<file path="config.mk">
export PLATFORM = sky130hd
export DESIGN_NAME = art_timer
export DESIGN_NICKNAME = d
export VERILOG_FILES = /design/src/logic/art_pkg.sv /design/src/logic/art_timer.sv
export SDC_FILE = /design/constraint.sdc
export NUM_CORES = 1
export LEC_CHECK = 0
export BUFFER_PORTS_ARGS = -buffer_cell sky130_fd_sc_hd__clkbuf_2
export CORE_ASPECT_RATIO = 0.8
export CORE_MARGIN = 4
export CORE_UTILIZATION = 50
export DETAILED_ROUTE_END_ITERATION = 16
export HOLD_SLACK_MARGIN = 0.12
export PLACE_DENSITY = 0.72
export SYNTH_ARGS = -nofsm -noshare
export SYNTH_HDL_FRONTEND = slang
export SYNTH_SLANG_ARGS = --single-unit
</file>
<file path="constraint.sdc">
create_clock -name clk_sys -period 3.8 [get_ports clk_sys]
set_input_delay 0.19 -clock clk_sys [delete_from_list [all_inputs] [get_ports clk_sys]]
set_output_delay 0.19 -clock clk_sys [all_outputs]
set_load 0.01 [all_outputs]
</file>
<file path="src/logic/art_pkg.sv">
// constants and register map of the pwm auto-reload timer
//
// Summary of operation
// [RQ1] 8-bit counter steps on prescaler tick
// [RQ2] overflow reloads counter, prescaler untouched
// [RQ3] prescaler divides input by two-power select
// [RQ4] run enable clear freezes prescaler, counter
// [RQ5] reset clears counter, prescaler, selects cpu
// [RQ6] force reload loads counter, clears prescaler; here only when the same CSR write also sets TCE
// [RQ7] counter writable live; write clears prescaler
// [RQ8] hidden compares reload from duty at overflow
// [RQ9] each pwm output has own enable
// [RQ10] period is 256 minus reload counts
// [RQ11] overflow sets outputs to polarity level
// [RQ12] compare match returns output other level
// [RQ13] software sets duty above reload value
// [RQ14] pwm halts while processor halted
// [RQ15] overflow sets flag, optional interrupt
// [RQ16] event mode flags after 256-reload events
// [RQ17] software stops counter before halt
// [RQ18] selected edge captures counter, sets flag
// [RQ19] capture locked until register read
// [RQ20] capture interrupt pending while flag set
// [RQ21] capture edges wake processor from halt
// [RQ22] timer interrupts wake from wait, halt
// [RQ23] status read clears overflow flag
// [RQ24] clock source 0 cpu, 1 external
// [RQ25] polarity 0 high at or below compare
// [RQ26] edge select 0 falling, 1 rising
// [RQ27] external inputs synchronised, edge detected
`default_nettype none
package art_pkg;
  localparam logic [7:0] ART_DUTY3_OFS = 8'h73;
  localparam logic [7:0] ART_DUTY2_OFS = 8'h74;
  localparam logic [7:0] ART_DUTY1_OFS = 8'h75;
  localparam logic [7:0] ART_DUTY0_OFS = 8'h76;
  localparam logic [7:0] ART_PWMCTRL_OFS = 8'h77;
  localparam logic [7:0] ART_CSR_OFS = 8'h78;
  localparam logic [7:0] ART_CNT_OFS = 8'h79;
  localparam logic [7:0] ART_ARR_OFS = 8'h7A;
  localparam logic [7:0] ART_CAPCSR_OFS = 8'h7B;
  localparam logic [7:0] ART_CAP1_OFS = 8'h7C;
  localparam logic [7:0] ART_CAP2_OFS = 8'h7D;
  localparam logic [7:0] ART_HALT_OFS = 8'h7E;
  localparam int ART_CSR_EXT_CLOCK_SELECT = 7;
  localparam int ART_CSR_CC_LSB = 4;
  localparam int ART_CSR_TCE = 3;
  localparam int ART_CSR_FORCE_RELOAD = 2;
  localparam int ART_CSR_OIE = 1;
  localparam int ART_CSR_OVF = 0;
  localparam int ART_PWM_OE_LSB = 4;
  localparam int ART_CAP_CS_LSB = 4;
  localparam int ART_CAP_CIE_LSB = 2;
  localparam int ART_CAP_CF_LSB = 0;
  localparam logic [7:0] ART_RESET_BYTE = 8'h00;
  localparam logic [6:0] ART_PRESC_RESET = 7'h00;
  localparam logic [1:0] ART_HRESP_OKAY = 2'h0;
  localparam logic [1:0] ART_HTRANS_NONSEQ = 2'h2;
endpackage : art_pkg
`default_nettype wire

</file>
<file path="src/logic/art_timer.sv">
// pwm auto-reload timer with ahb-lite register slave
//
// Chosen here: the address map and register access over AHB-Lite.
`timescale 1ns/1ps
`default_nettype none
module art_timer import art_pkg::*; #(
  parameter int NUM_PWM = 4,
  parameter int NUM_CAP = 2
) (
  input wire logic clk_sys,
  input wire logic reset_n,
  input wire logic hsel,
  input wire logic [31:0] haddr,
  input wire logic [1:0] htrans,
  input wire logic hwrite,
  input wire logic [2:0] hsize,
  input wire logic [31:0] hwdata,
  input wire logic hready,
  output logic [31:0] hrdata,
  output logic hreadyout,
  output logic [1:0] hresp,
  input wire logic externalEventClock,
  input wire logic [NUM_CAP-1:0] captureInputPin,
  input wire logic cpuHalt,
  output logic [NUM_PWM-1:0] pwmOut,
  output logic [NUM_PWM-1:0] pwmOutEnable,
  output logic overflowIrq,
  output logic [NUM_CAP-1:0] captureIrq,
  output logic wakeUp
);
  // only four pwm and two capture slices are wired into the map
  if (NUM_PWM != 4 || NUM_CAP != 2) begin : gBadParams
    $error("art_timer supports four pwm and two capture channels only");
  end

  // ahb-lite address phase capture
  logic wrPend_q, rdPend_q;
  logic [7:0] addrPend_q;
  logic addrOk;
  assign addrOk = hsel && hready && htrans == ART_HTRANS_NONSEQ;
  always_ff @(posedge clk_sys or negedge reset_n) begin
    if (!reset_n) begin
      wrPend_q <= 1'b0;
      rdPend_q <= 1'b0;
      addrPend_q <= ART_RESET_BYTE;
    end else begin
      wrPend_q <= addrOk && hwrite;
      rdPend_q <= addrOk && !hwrite;
      // register index sits in the word address bits
      addrPend_q <= haddr[9:2];
    end
  end

  // write strobes, data phase
  logic wrCsr, wrCnt, wrArr, wrPwm, wrCap, wrHalt;
  logic [NUM_PWM-1:0] wrDuty;
  logic [7:0] wb;
  assign wb = hwdata[7:0];
  assign wrCsr = wrPend_q && addrPend_q == ART_CSR_OFS;
  assign wrCnt = wrPend_q && addrPend_q == ART_CNT_OFS;
  assign wrArr = wrPend_q && addrPend_q == ART_ARR_OFS;
  assign wrPwm = wrPend_q && addrPend_q == ART_PWMCTRL_OFS;
  assign wrCap = wrPend_q && addrPend_q == ART_CAPCSR_OFS;
  assign wrHalt = wrPend_q && addrPend_q == ART_HALT_OFS;
  assign wrDuty[0] = wrPend_q && addrPend_q == ART_DUTY0_OFS;
  assign wrDuty[1] = wrPend_q && addrPend_q == ART_DUTY1_OFS;
  assign wrDuty[2] = wrPend_q && addrPend_q == ART_DUTY2_OFS;
  assign wrDuty[3] = wrPend_q && addrPend_q == ART_DUTY3_OFS;
  // read side effects fire in the address phase so data can be registered
  logic rdCsrNow;
  logic [NUM_CAP-1:0] rdCapNow;
  assign rdCsrNow = addrOk && !hwrite && haddr[9:2] == ART_CSR_OFS;
  assign rdCapNow[0] = addrOk && !hwrite && haddr[9:2] == ART_CAP1_OFS;
  assign rdCapNow[1] = addrOk && !hwrite && haddr[9:2] == ART_CAP2_OFS;

  // control registers
  logic extSel_q, runEn_q, ovfIe_q, haltSw_q;
  logic [2:0] prescSel_q;
  logic [7:0] reload_q;
  logic [NUM_PWM-1:0] oe_q, pol_q;
  logic [NUM_CAP-1:0] edgeSel_q, capIe_q;
  logic [7:0] duty_q [NUM_PWM];
  logic forceLoad;
  // [RQ6] force reload strobe
  assign forceLoad = wrCsr && wb[ART_CSR_FORCE_RELOAD] && wb[ART_CSR_TCE];
  always_ff @(posedge clk_sys or negedge reset_n) begin
    if (!reset_n) begin
      // [RQ5] cpu clock after reset
      extSel_q <= 1'b0;
      prescSel_q <= 3'h0;
      runEn_q <= 1'b0;
      ovfIe_q <= 1'b0;
      reload_q <= ART_RESET_BYTE;
      oe_q <= '0;
      pol_q <= '0;
      edgeSel_q <= '0;
      capIe_q <= '0;
      haltSw_q <= 1'b0;
    end else begin
      if (wrCsr) begin
        // [RQ24] source select bit
        extSel_q <= wb[ART_CSR_EXT_CLOCK_SELECT];
        prescSel_q <= wb[ART_CSR_CC_LSB +: 3];
        runEn_q <= wb[ART_CSR_TCE];
        ovfIe_q <= wb[ART_CSR_OIE];
      end
      if (wrArr) begin
        reload_q <= wb;
      end
      if (wrPwm) begin
        oe_q <= wb[ART_PWM_OE_LSB +: NUM_PWM];
        pol_q <= wb[NUM_PWM-1:0];
      end
      if (wrCap) begin
        edgeSel_q <= wb[ART_CAP_CS_LSB +: NUM_CAP];
        capIe_q <= wb[ART_CAP_CIE_LSB +: NUM_CAP];
      end
      if (wrHalt) begin
        haltSw_q <= wb[0];
      end
    end
  end

  // [RQ27] input synchronisers
  logic [NUM_CAP:0] syncA_q, syncB_q, syncC_q;
  always_ff @(posedge clk_sys or negedge reset_n) begin
    if (!reset_n) begin
      syncA_q <= '0;
      syncB_q <= '0;
      syncC_q <= '0;
    end else begin
      syncA_q <= {captureInputPin, externalEventClock};
      syncB_q <= syncA_q;
      syncC_q <= syncB_q;
    end
  end
  logic extRise;
  assign extRise = syncB_q[0] && !syncC_q[0];

  // prescaler and counter
  logic halted;
  assign halted = cpuHalt || haltSw_q;
  logic [6:0] presc_q;
  logic [7:0] count_q;
  logic inputTick, presTick, ovf;
  logic [7:0] prescDiv;
  // [RQ24] cpu clock or external edges
  assign inputTick = extSel_q ? extRise : 1'b1;
  // [RQ3] power of two tap
  assign prescDiv = 8'h01 << prescSel_q;
  // [RQ4] frozen unless enabled; [RQ14] halted stops pwm
  assign presTick = runEn_q && !halted && inputTick
    && ({1'b0, presc_q} == prescDiv - 8'h01);
  assign ovf = presTick && count_q == 8'hFF;
  always_ff @(posedge clk_sys or negedge reset_n) begin
    if (!reset_n) begin
      presc_q <= ART_PRESC_RESET;
    end else if (forceLoad || wrCnt) begin
      // [RQ7] load clears prescaler
      presc_q <= ART_PRESC_RESET;
    end else if (runEn_q && !halted && inputTick) begin
      presc_q <= presTick ? ART_PRESC_RESET : presc_q + 7'h01;
    end
  end
  always_ff @(posedge clk_sys or negedge reset_n) begin
    if (!reset_n) begin
      count_q <= ART_RESET_BYTE;
    end else if (wrCnt) begin
      count_q <= wb;
    end else if (forceLoad) begin
      count_q <= reload_q;
    end else if (ovf) begin
      // [RQ2] reload on overflow; [RQ10] period 256 minus reload
      count_q <= reload_q;
    end else if (presTick) begin
      // [RQ1] count up
      count_q <= count_q + 8'h01;
    end
  end

  // [RQ15] overflow flag; [RQ16] same path counts events
  logic ovfFlag_q;
  always_ff @(posedge clk_sys or negedge reset_n) begin
    if (!reset_n) begin
      ovfFlag_q <= 1'b0;
    end else if (ovf) begin
      ovfFlag_q <= 1'b1;
    end else if (rdCsrNow) begin
      // [RQ23] read clears flag
      ovfFlag_q <= 1'b0;
    end
  end

  // pwm channels
  logic [7:0] cmp_q [NUM_PWM];
  logic [NUM_PWM-1:0] rawLevel_q;
  genvar g;
  generate
    for (g = 0; g < NUM_PWM; g++) begin : gPwm
      always_ff @(posedge clk_sys or negedge reset_n) begin
        if (!reset_n) begin
          duty_q[g] <= ART_RESET_BYTE;
          cmp_q[g] <= ART_RESET_BYTE;
          rawLevel_q[g] <= 1'b0;
        end else begin
          if (wrDuty[g]) begin
            duty_q[g] <= wb;
          end
          // [RQ8] shadow load at overflow
          if (ovf) begin
            cmp_q[g] <= duty_q[g];
          end
          // raw level 1 while counter at or below compare
          if (ovf) begin
            // [RQ11] overflow starts period
            rawLevel_q[g] <= 1'b1;
          end else if (presTick && count_q == cmp_q[g]) begin
            // [RQ12] compare match restores
            rawLevel_q[g] <= 1'b0;
          end
        end
      end
    end
  endgenerate
  // [RQ25] polarity applied on output flop, next cycle
  // [RQ9] per channel enable
  always_ff @(posedge clk_sys or negedge reset_n) begin
    if (!reset_n) begin
      pwmOut <= '0;
      pwmOutEnable <= '0;
    end else begin
      pwmOut <= oe_q & (rawLevel_q ^ pol_q);
      pwmOutEnable <= oe_q;
    end
  end

  // capture channels
  logic [NUM_CAP-1:0] capFlag_q;
  logic [7:0] capVal_q [NUM_CAP];
  generate
    for (g = 0; g < NUM_CAP; g++) begin : gCap
      logic edgeHit;
      // [RQ26] edge select; [RQ27] edge detect on synced copy
      assign edgeHit = edgeSel_q[g] ? (syncB_q[g+1] && !syncC_q[g+1])
                                    : (!syncB_q[g+1] && syncC_q[g+1]);
      always_ff @(posedge clk_sys or negedge reset_n) begin
        if (!reset_n) begin
          capFlag_q[g] <= 1'b0;
          capVal_q[g] <= ART_RESET_BYTE;
        end else if (edgeHit && !capFlag_q[g]) begin
          // [RQ18] latch counter; [RQ19] locked while flagged
          capVal_q[g] <= count_q;
          capFlag_q[g] <= 1'b1;
        end else if (rdCapNow[g]) begin
          // [RQ19] read unlocks
          capFlag_q[g] <= 1'b0;
        end
      end
    end
  endgenerate

  // interrupts and wake
  always_ff @(posedge clk_sys or negedge reset_n) begin
    if (!reset_n) begin
      overflowIrq <= 1'b0;
      captureIrq <= '0;
      wakeUp <= 1'b0;
    end else begin
      overflowIrq <= ovfFlag_q && ovfIe_q;
      // [RQ20] pending while flag set
      captureIrq <= capFlag_q & capIe_q;
      // [RQ21] capture wakes halt; [RQ22] any request wakes
      wakeUp <= (ovfFlag_q && ovfIe_q) || |(capFlag_q & capIe_q);
    end
  end

  // read data registered in address phase
  logic [7:0] rdByte;
  always_comb begin
    rdByte = 8'h00;
    case (haddr[9:2])
      ART_DUTY0_OFS: rdByte = duty_q[0];
      ART_DUTY1_OFS: rdByte = duty_q[1];
      ART_DUTY2_OFS: rdByte = duty_q[2];
      ART_DUTY3_OFS: rdByte = duty_q[3];
      ART_PWMCTRL_OFS: rdByte = {oe_q, pol_q};
      ART_CSR_OFS: rdByte = {extSel_q, prescSel_q, runEn_q, 1'b0, ovfIe_q, ovfFlag_q};
      ART_CNT_OFS: rdByte = count_q;
      ART_ARR_OFS: rdByte = reload_q;
      ART_CAPCSR_OFS: rdByte = {2'b00, edgeSel_q, capIe_q, capFlag_q};
      ART_CAP1_OFS: rdByte = capVal_q[0];
      ART_CAP2_OFS: rdByte = capVal_q[1];
      ART_HALT_OFS: rdByte = {7'h00, haltSw_q};
      default: rdByte = 8'h00;
    endcase
  end
  always_ff @(posedge clk_sys or negedge reset_n) begin
    if (!reset_n) begin
      hrdata <= 32'h0000_0000;
      hreadyout <= 1'b1;
      hresp <= ART_HRESP_OKAY;
    end else begin
      hrdata <= (addrOk && !hwrite) ? {24'h000000, rdByte} : 32'h0000_0000;
      hreadyout <= 1'b1;
      hresp <= ART_HRESP_OKAY;
    end
  end

  // [RQ2] overflow leaves counter at reload next cycle
  overflow_reload_a: assert property (@(posedge clk_sys) disable iff (!reset_n) // [RQ2]
    ovf && !wrCnt && !forceLoad |=> count_q == $past(reload_q))
    else $error("counter not reloaded at overflow");
  // [RQ4] disabled counter frozen
  freeze_counter_a: assert property (@(posedge clk_sys) disable iff (!reset_n) // [RQ4]
    !runEn_q && !wrCnt && !forceLoad |=> $stable(count_q) && $stable(presc_q))
    else $error("counter moved while disabled");
  // [RQ7] counter write clears prescaler
  write_clears_a: assert property (@(posedge clk_sys) disable iff (!reset_n) // [RQ7]
    wrCnt |=> count_q == $past(wb) && presc_q == 7'h00)
    else $error("counter write not applied");
  // [RQ15] flag set after overflow
  ovf_flag_a: assert property (@(posedge clk_sys) disable iff (!reset_n) // [RQ15]
    ovf |=> ovfFlag_q)
    else $error("overflow flag missing");
  // [RQ23] read clears flag
  ovf_clear_a: assert property (@(posedge clk_sys) disable iff (!reset_n) // [RQ23]
    rdCsrNow && !ovf |=> !ovfFlag_q)
    else $error("overflow flag not cleared by read");
  // [RQ19] capture value held while flagged
  cap_lock_a: assert property (@(posedge clk_sys) disable iff (!reset_n) // [RQ19]
    capFlag_q[0] |=> $stable(capVal_q[0]))
    else $error("capture overwritten while locked");
  // [RQ8] compare loads at overflow only
  cmp_shadow_a: assert property (@(posedge clk_sys) disable iff (!reset_n) // [RQ8]
    !ovf |=> $stable(cmp_q[0]))
    else $error("compare changed outside overflow");
  // [RQ11] output after overflow follows polarity
  pwm_level_a: assert property (@(posedge clk_sys) disable iff (!reset_n) // [RQ11]
    ovf && oe_q[0] && $stable(pol_q) ##1 $stable(oe_q) && $stable(pol_q)
      |=> pwmOut[0] == !pol_q[0])
    else $error("pwm level wrong after overflow");
  // [RQ20] irq follows flag
  cap_irq_a: assert property (@(posedge clk_sys) disable iff (!reset_n) // [RQ20]
    capFlag_q[1] && capIe_q[1] |=> captureIrq[1])
    else $error("capture irq not pending");
  // [RQ1] tick steps counter
  count_up_a: assert property (@(posedge clk_sys) disable iff (!reset_n) // [RQ1]
    presTick && !ovf && !wrCnt && !forceLoad |=> count_q == $past(count_q) + 8'h01)
    else $error("counter did not step on tick");
  // [RQ6] force reload restarts
  force_reload_a: assert property (@(posedge clk_sys) disable iff (!reset_n) // [RQ6]
    forceLoad && !wrCnt |=> count_q == $past(reload_q) && presc_q == ART_PRESC_RESET)
    else $error("force reload not applied");
  // [RQ9] disabled channel quiet
  pwm_off_a: assert property (@(posedge clk_sys) disable iff (!reset_n) // [RQ9]
    !oe_q[1] |=> !pwmOut[1] && !pwmOutEnable[1])
    else $error("disabled pwm channel driving");
  // [RQ12] match ends pulse
  match_low_a: assert property (@(posedge clk_sys) disable iff (!reset_n) // [RQ12]
    presTick && !ovf && count_q == cmp_q[1] |=> !rawLevel_q[1])
    else $error("compare match did not restore level");
  // [RQ14] halt freezes counter
  halt_freeze_a: assert property (@(posedge clk_sys) disable iff (!reset_n) // [RQ14]
    halted && !wrCnt && !forceLoad |=> $stable(count_q) && $stable(presc_q))
    else $error("counter moved while halted");
  // [RQ15] flag drives irq
  ovf_irq_a: assert property (@(posedge clk_sys) disable iff (!reset_n) // [RQ15]
    ovfFlag_q && ovfIe_q |=> overflowIrq)
    else $error("overflow irq not raised");
  // [RQ18] capture takes counter
  cap_take_a: assert property (@(posedge clk_sys) disable iff (!reset_n) // [RQ18]
    $rose(capFlag_q[0]) |-> capVal_q[0] == $past(count_q))
    else $error("capture value not the counter");
  // [RQ19] read unlocks capture
  cap_unlock_a: assert property (@(posedge clk_sys) disable iff (!reset_n) // [RQ19]
    rdCapNow[0] && capFlag_q[0] |=> !capFlag_q[0])
    else $error("capture flag not cleared by read");
  // [RQ24] external mode ignores cpu clock
  ext_tick_a: assert property (@(posedge clk_sys) disable iff (!reset_n) // [RQ24]
    extSel_q && !extRise |-> !presTick)
    else $error("counter ticked without external edge");
endmodule : art_timer
`default_nettype wire

</file>
# Yosys cells after proc, flatten, opt, wreduce, memory -nomap -nowiden
# Index checks and enable logic that the tools add are counted.
dict set report totals {
  reg_bits 167
  in_bits 78
  output_inout_bits 47
  word_cells 159
}
dict set report op_classes {
  add_sub_neg 3
  n_eq_ne 29
  n_shift 1
  n_mux 26
  bitwise 3
  reduce_logical 57
}
# cell n
set ops {}
lappend ops {{== test 8 x 7 -> 1 bit (second input constant)} 22}
lappend ops {{one-hot mux 8 bit (12 select lines)} 1}
lappend ops {{two-way mux 8 bit} 5}
lappend ops {{logical AND 1 bit} 35}
lappend ops {{== test 8 bit} 4}
lappend ops {{two-way mux 7 bit} 3}
lappend ops {{two-way mux 1 bit} 17}
lappend ops {{nonzero test 2 bit} 8}
lappend ops {{zero test 1 bit} 9}
lappend ops {{adder 8 x 1 -> 8 bit (second input constant)} 1}
lappend ops {{== test 7 x 8 -> 1 bit} 1}
lappend ops {{== test 8 bit (second input constant)} 1}
lappend ops {{left shift 1 x 3 -> 8 bit (first input constant)} 1}
lappend ops {{subtractor 8 x 1 -> 8 bit (second input constant)} 1}
lappend ops {{adder 7 x 1 -> 7 bit (second input constant)} 1}
lappend ops {{bitwise AND 4 bit} 1}
lappend ops {{nonzero test 4 bit} 1}
lappend ops {{bitwise XOR 4 bit} 1}
lappend ops {{logical OR 1 bit} 3}
lappend ops {{bitwise AND 2 bit} 1}
lappend ops {{== test 2 bit (second input constant)} 1}
lappend ops {{OR reduction 2 bit} 1}

# Longest topological paths before layout
dict set report depth {
  word_depth 9
  depth_mapped 10
  mapped_depth_nobuf 8
}

# Worst setup path after synthesis
# Ideal clock, no wire load.
dict set report synth_path {
  path_kind {register -> register}
  from {register addrPend_q[7]}
  to {register count_q[5]}
  setup_time_ps 77
  t_arrival_ps 2084
  required_time_ps 3723
  setup_slack_ps 1638
  stages_incl_launch_ff 10
  path_buffers 2
  synth_period_minus_slack_ps 2162
  path_cell_list {dfrtp_1 and4b_1 nand4b_2 or3_1 buf_2 or2_4 and2_4 buf_6 a211o_1 a21oi_1}
}
dict set report synth_between {
  elab_chain_len 6
  word_cells_on_any_way 9
  cone_classes {2 x eq/ne; 2 x mux; 5 x reduce/logical}
}
# item line
set synth_lines {}
lappend synth_lines {{from (decl)} art_timer.sv:38} ;# logic [7:0] addrPend_q;
lappend synth_lines {{from (signal assigned)} art_timer.sv:50} ;# addrPend_q <= haddr[9:2];
lappend synth_lines {{== test 8 x 7 -> 1 bit} art_timer.sv:59} ;# assign wrCsr = wrPend_q && addrPend_q == ART_CSR_OFS;
lappend synth_lines {{logical AND 1 bit} art_timer.sv:59}
lappend synth_lines {{logical AND 1 bit (2 in series)} art_timer.sv:85} ;# assign forceLoad = wrCsr && wb[ART_CSR_FORCE_RELOAD] && wb[ART_CSR_TCE];
lappend synth_lines {{two-way mux 8 bit} art_timer.sv:170} ;# end else if (forceLoad) begin
lappend synth_lines {{two-way mux 8 bit} art_timer.sv:168} ;# end else if (wrCnt) begin
lappend synth_lines {{to (signal assigned)} art_timer.sv:169} ;# count_q <= wb;
lappend synth_lines {{to (signal assigned)} art_timer.sv:171} ;# count_q <= reload_q;
lappend synth_lines {{to (signal assigned)} art_timer.sv:174} ;# count_q <= reload_q;
lappend synth_lines {{to (decl)} art_timer.sv:144} ;# logic [7:0] count_q;
# Parallel ways exist; a longest one is shown, timed or not.
# A chain may end at the register's enable or synchronous reset.

# Worst setup path in the final report
dict set report layout_path {
  from {register count_q[0]}
  to {register count_q[4]}
}
dict set report layout_between {
  elab_chain_len 5
  word_cells_on_any_way 8
  cone_classes {1 x add/sub; 1 x eq/ne; 4 x mux; 2 x reduce/logical}
}
# item line
set layout_lines {}
lappend layout_lines {{adder 8 x 1 -> 8 bit / == test 8 bit (equally long branches)} {art_timer.sv:177, art_timer.sv:154}}
lappend layout_lines {{two-way mux 8 bit / logical AND 1 bit (equally long branches)} {art_timer.sv:175, art_timer.sv:154}}
lappend layout_lines {{two-way mux 8 bit} art_timer.sv:172} ;# end else if (ovf) begin
lappend layout_lines {{two-way mux 8 bit} art_timer.sv:170}
lappend layout_lines {{two-way mux 8 bit} art_timer.sv:168}
# Parallel ways exist; a longest one is shown, timed or not. The select of a mux whose other input is x is not followed.

==> summary.md <==
| Metric | Value |
|---|---|
| Outcome | `completed` |
| Top cell family by delay on the critical path | `simple AND/OR/NAND/NOR gates` |
| Die span in y | `120.1 um` |
| Pwr/cell area | `487.9 mW/mm^2` |
| Unrepaired setup endpoints after global routing | `false` |
| Metal3 WL | `1602 um` |
| Vias | `5,363` |
| Part of the power in combinational logic | `0.102` |
| Core box area | `0.01521 mm^2` |
| Vias in the first global route | `5,399` |
| VDD IR max | `0.0003998 V` |
| Initial Utilization | `0.5161` |
| Sequential area share after synthesis | `0.5322` |
| Worst-Skew Late Latency | `0.43 ns` |
| CP arrival | `3.03 ns` |
| Async set or reset register ratio after synthesis | `1.000` |
| Setup Buffers After CTS | `0` |
| Antenna diode count | `0` |
| Sw Ratio | `0.2489` |
| Clock power share | `0.430` |
| DR top layer | `met4` |
| Worst R2R Setup Slack | `1.11 ns` |
| Cell Area, Synth | `0.007853 mm^2` |
| Die Area | `0.01779 mm^2` |
| CP Depth | `9` |
| CTS Buf Count | `17` |
| Area delta synth->final | `13.69%` |
| Sequential Power Share | `0.468` |
| Routed wire length | `19,690 um` |
| Finished Core Util | `0.5868` |
| Met1 wire length | `8587 um` |
| Iter 0 DRT Violations | `568` |
| # IOs | `125` |
| Met2 routed WL | `9177 um` |
| Setup Skew | `0.01421 ns` |
| Switch Pwr | `1084 uW` |
| Drc violations | `0` |
| Max transition margin | `0.1865` |
| Clk slew on worst S/H paths | `0.06 ns` |
| Hold/Removal Path Class | `in2reg` |
| Initial antenna violation count | `0` |
| Per-cell routed wire length | `21.45 um` |
| WS Path Type | `reg2reg` |
| Yosys reg bits | `167` |
| Ys Warns | `0` |
| Clock Tree Root | `clkbuf_16` |
| Final Cycle Share | `0.7072` |
| Vias per inst | `5.842` |
| Crit path buffers/inverters | `1` |
| Int Pwr | `3272 uW` |
| Max Cap Viol | `0` |
| Worst path cell trace | `ha_1, nand3_1, nor2_1, and2_1, nand4bb_2, buf_4, and2_4, a211o_1, a21oi_1` |
| LEAKAGE | `0.004227 uW` |
| Gate Count Post-Synth | `647` |
| Final hold violation count | `0` |
| CTS sink count | `167` |
| Final ANT Viol Nets | `0` |
| Global-route usage over all layers | `0.2316` |
| Worst slew pin tran | `1.217 ns` |
| Maximum clock path buffer count | `2` |
| Post-DP HPWL | `13,280 um` |
| Pre-antenna DRT Iters | `5` |
| Largest stage delay on the critical path | `0.70 ns` |
| Critical path launch point type | `flip-flop` |
| H-tree levels | `4` |
| CTS tree | `built` |
| Total negative slack | `0 ns` |
| CP endpoint kind | `flip-flop` |
| Reg2Reg Depth | `9` |
| Worst EP required | `4.14 ns` |
| Post-synthesis cell type count | `60` |
| Final Max Slew Viols | `0` |
| Fmax | `0.3721 GHz` |
| GP Congestion | `0.9025` |
| Critical path fanouts, max | `41` |
| Synth Area per Inst | `12.14 um^2` |
| Layout cell share with drive strength beyond 1 | `0.2444` |
| GRT overflow | `0` |
| Min cycle time layout | `2.687 ns` |
| Final setup violating endpoints | `0` |
| CP max-delay cell | `dfrtp_1` |
| PortBufs | `46` |
| Hold path cells | `2` |
| EDFF count, synth | `0` |
| Main flop type after synthesis | `dfrtp_1` |
| Fillers | `1,223` |
| First-pass GRT wire length | `31,180 um` |
| FP Rows | `40` |
| Width of the chip | `148.1 um` |
| # nets final | `776` |
| Pin count of the biggest net entering global routing | `110` |
power groups by stage:
stage                     registers, uW  logic (uW)  clock network [uW]
after floorplan                    1960         369                   0
after global placement             2060         416                   0
after detailed placement           2060         434                   0
after CTS                          2030         444                1900
after global routing               2050         491                1970
final                              2040         444                1870
worst reg2reg max path, delay by kind of cell (launching register included):
family	cells	cell delay (ns)
compound gates	2	0.40
fa+ha+maj	1	0.31
buf+inv	1	0.31
flops	1	0.70
simple gates	5	0.89
final cells by class:
cell class / instances / area (um^2) / share of cell area
flip-flops and latches: 167 / 4179 / 0.4681
multi-input cells: 439 / 3410 / 0.3819
well taps: 210 / 262.8 / 0.02943
inverters: 4 / 15.01 / 0.001682
clock buffers: 22 / 464.2 / 0.05200
clock inverters: 9 / 172.7 / 0.01934
repair buffers: 67 / 424.2 / 0.04751
worst paths after layout:
kind / startpoint / to
setup / recovery: count_q[0] / count_q[4]
hold / removal: hwdata[7] / duty_q[15]
setup reg to reg: count_q[0] / count_q[4]
hold reg to reg: syncA_q[0] / syncB_q[0]
max in group asynchronous: reset_n / count_q[1]
min in group asynchronous: reset_n / presc_q[4]
what timing repair did:
action,CTS,global route
endpoints found under the hold margin,119,0
hold buffers,12,0
resized for setup,0,0
metal layers:
metal  up-vias  global-route usage
li1       2368                   -
met1      2716              0.3255
met2       256              0.3524
met3        23             0.06644
met4         0             0.06694
met5         -                   0
stage by stage:
stage                     instance area (um^2)  hold slack [ns]  instances  total power [uW]  setup slack [ns]
after floorplan                           7946          -0.1056        672              2330             1.638
after global placement                    8170           0.2987        875              2472             1.186
after detailed placement                  8170           0.3004        875              2498             1.132
after CTS                                 8927           0.1519        918              4377             1.144
after global routing                      8927           0.1622        918              4515            0.8948
final                                     8927           0.1648        918              4356             1.113
kinds of logic (layout without fill, tap and decap cells):
| logic type | after synthesis | in the layout | synth area share |
|---|---|---|---|
| mux | 126 | 126 | 0.1852 |
| xor+xnor | 48 | 48 | 0.05354 |
| other cells | 2 | 27 | 0.0009564 |
| flops | 167 | 167 | 0.5322 |
| fa+ha+maj | 2 | 2 | 0.003186 |
| simple gates | 141 | 141 | 0.09481 |
| buf+inv | 66 | 102 | 0.04684 |
| compound gates | 95 | 95 | 0.08334 |
synth_stat cells, types with 12 or more instances:
cell type / number / area share
a21oi_1: 21 / 0.013
mux2_1: 36 / 0.052
nand3_1: 15 / 0.0096
mux2_2: 78 / 0.11
nand2_1: 35 / 0.017
o21ai_0: 12 / 0.0076
xnor2_1: 35 / 0.039
dfrtp_1: 167 / 0.53
buf_4: 27 / 0.026
a22oi_1: 15 / 0.014
clkbuf_1: 20 / 0.0096
nor2_1: 31 / 0.015
xor2_1: 13 / 0.014
layout by cell type (no fill, tap or decap), types with 3 or more instances in the layout:
cell / synthesis / routed
o21ai_1: 4 / 4
a21o_1: 4 / 4
a32oi_1: 3 / 3
o21ai_0: 12 / 12
nor4b_1: 4 / 4
dlygate4sd3_1: 0 / 12
mux2_2: 78 / 78
clkbuf_2: 0 / 45
nor4_1: 4 / 4
xnor2_1: 35 / 35
buf_4: 27 / 9
nand2_1: 35 / 35
a221oi_1: 7 / 7
a22oi_1: 15 / 15
mux4_2: 4 / 4
inv_1: 4 / 4
nor2b_1: 3 / 3
mux2i_1: 8 / 8
a21oi_1: 21 / 21
conb_1: 2 / 27
clkbuf_16: 0 / 17
dfrtp_1: 167 / 167
o31ai_1: 6 / 6
xor2_1: 13 / 13
a31oi_1: 6 / 6
clkbuf_1: 20 / 3
nor2_1: 31 / 31
mux2_1: 36 / 36
nand3_1: 15 / 15
and2_1: 9 / 9
nand4_1: 10 / 10
or3_1: 7 / 7
clkinv_2: 0 / 3
nor3_1: 3 / 3
nand2b_1: 8 / 8
bufinv_16: 0 / 5
flip-flops by register name, summed over array words and instances (netlist names), 7 cells and up:
register / count
reload_q: 8
cmp_q: 32
addrPend_q: 8
hrdata: 8
capVal_q: 16
presc_q: 7
count_q: 8
duty_q: 32
Note: power is estimated with default switching activity, not from simulation.
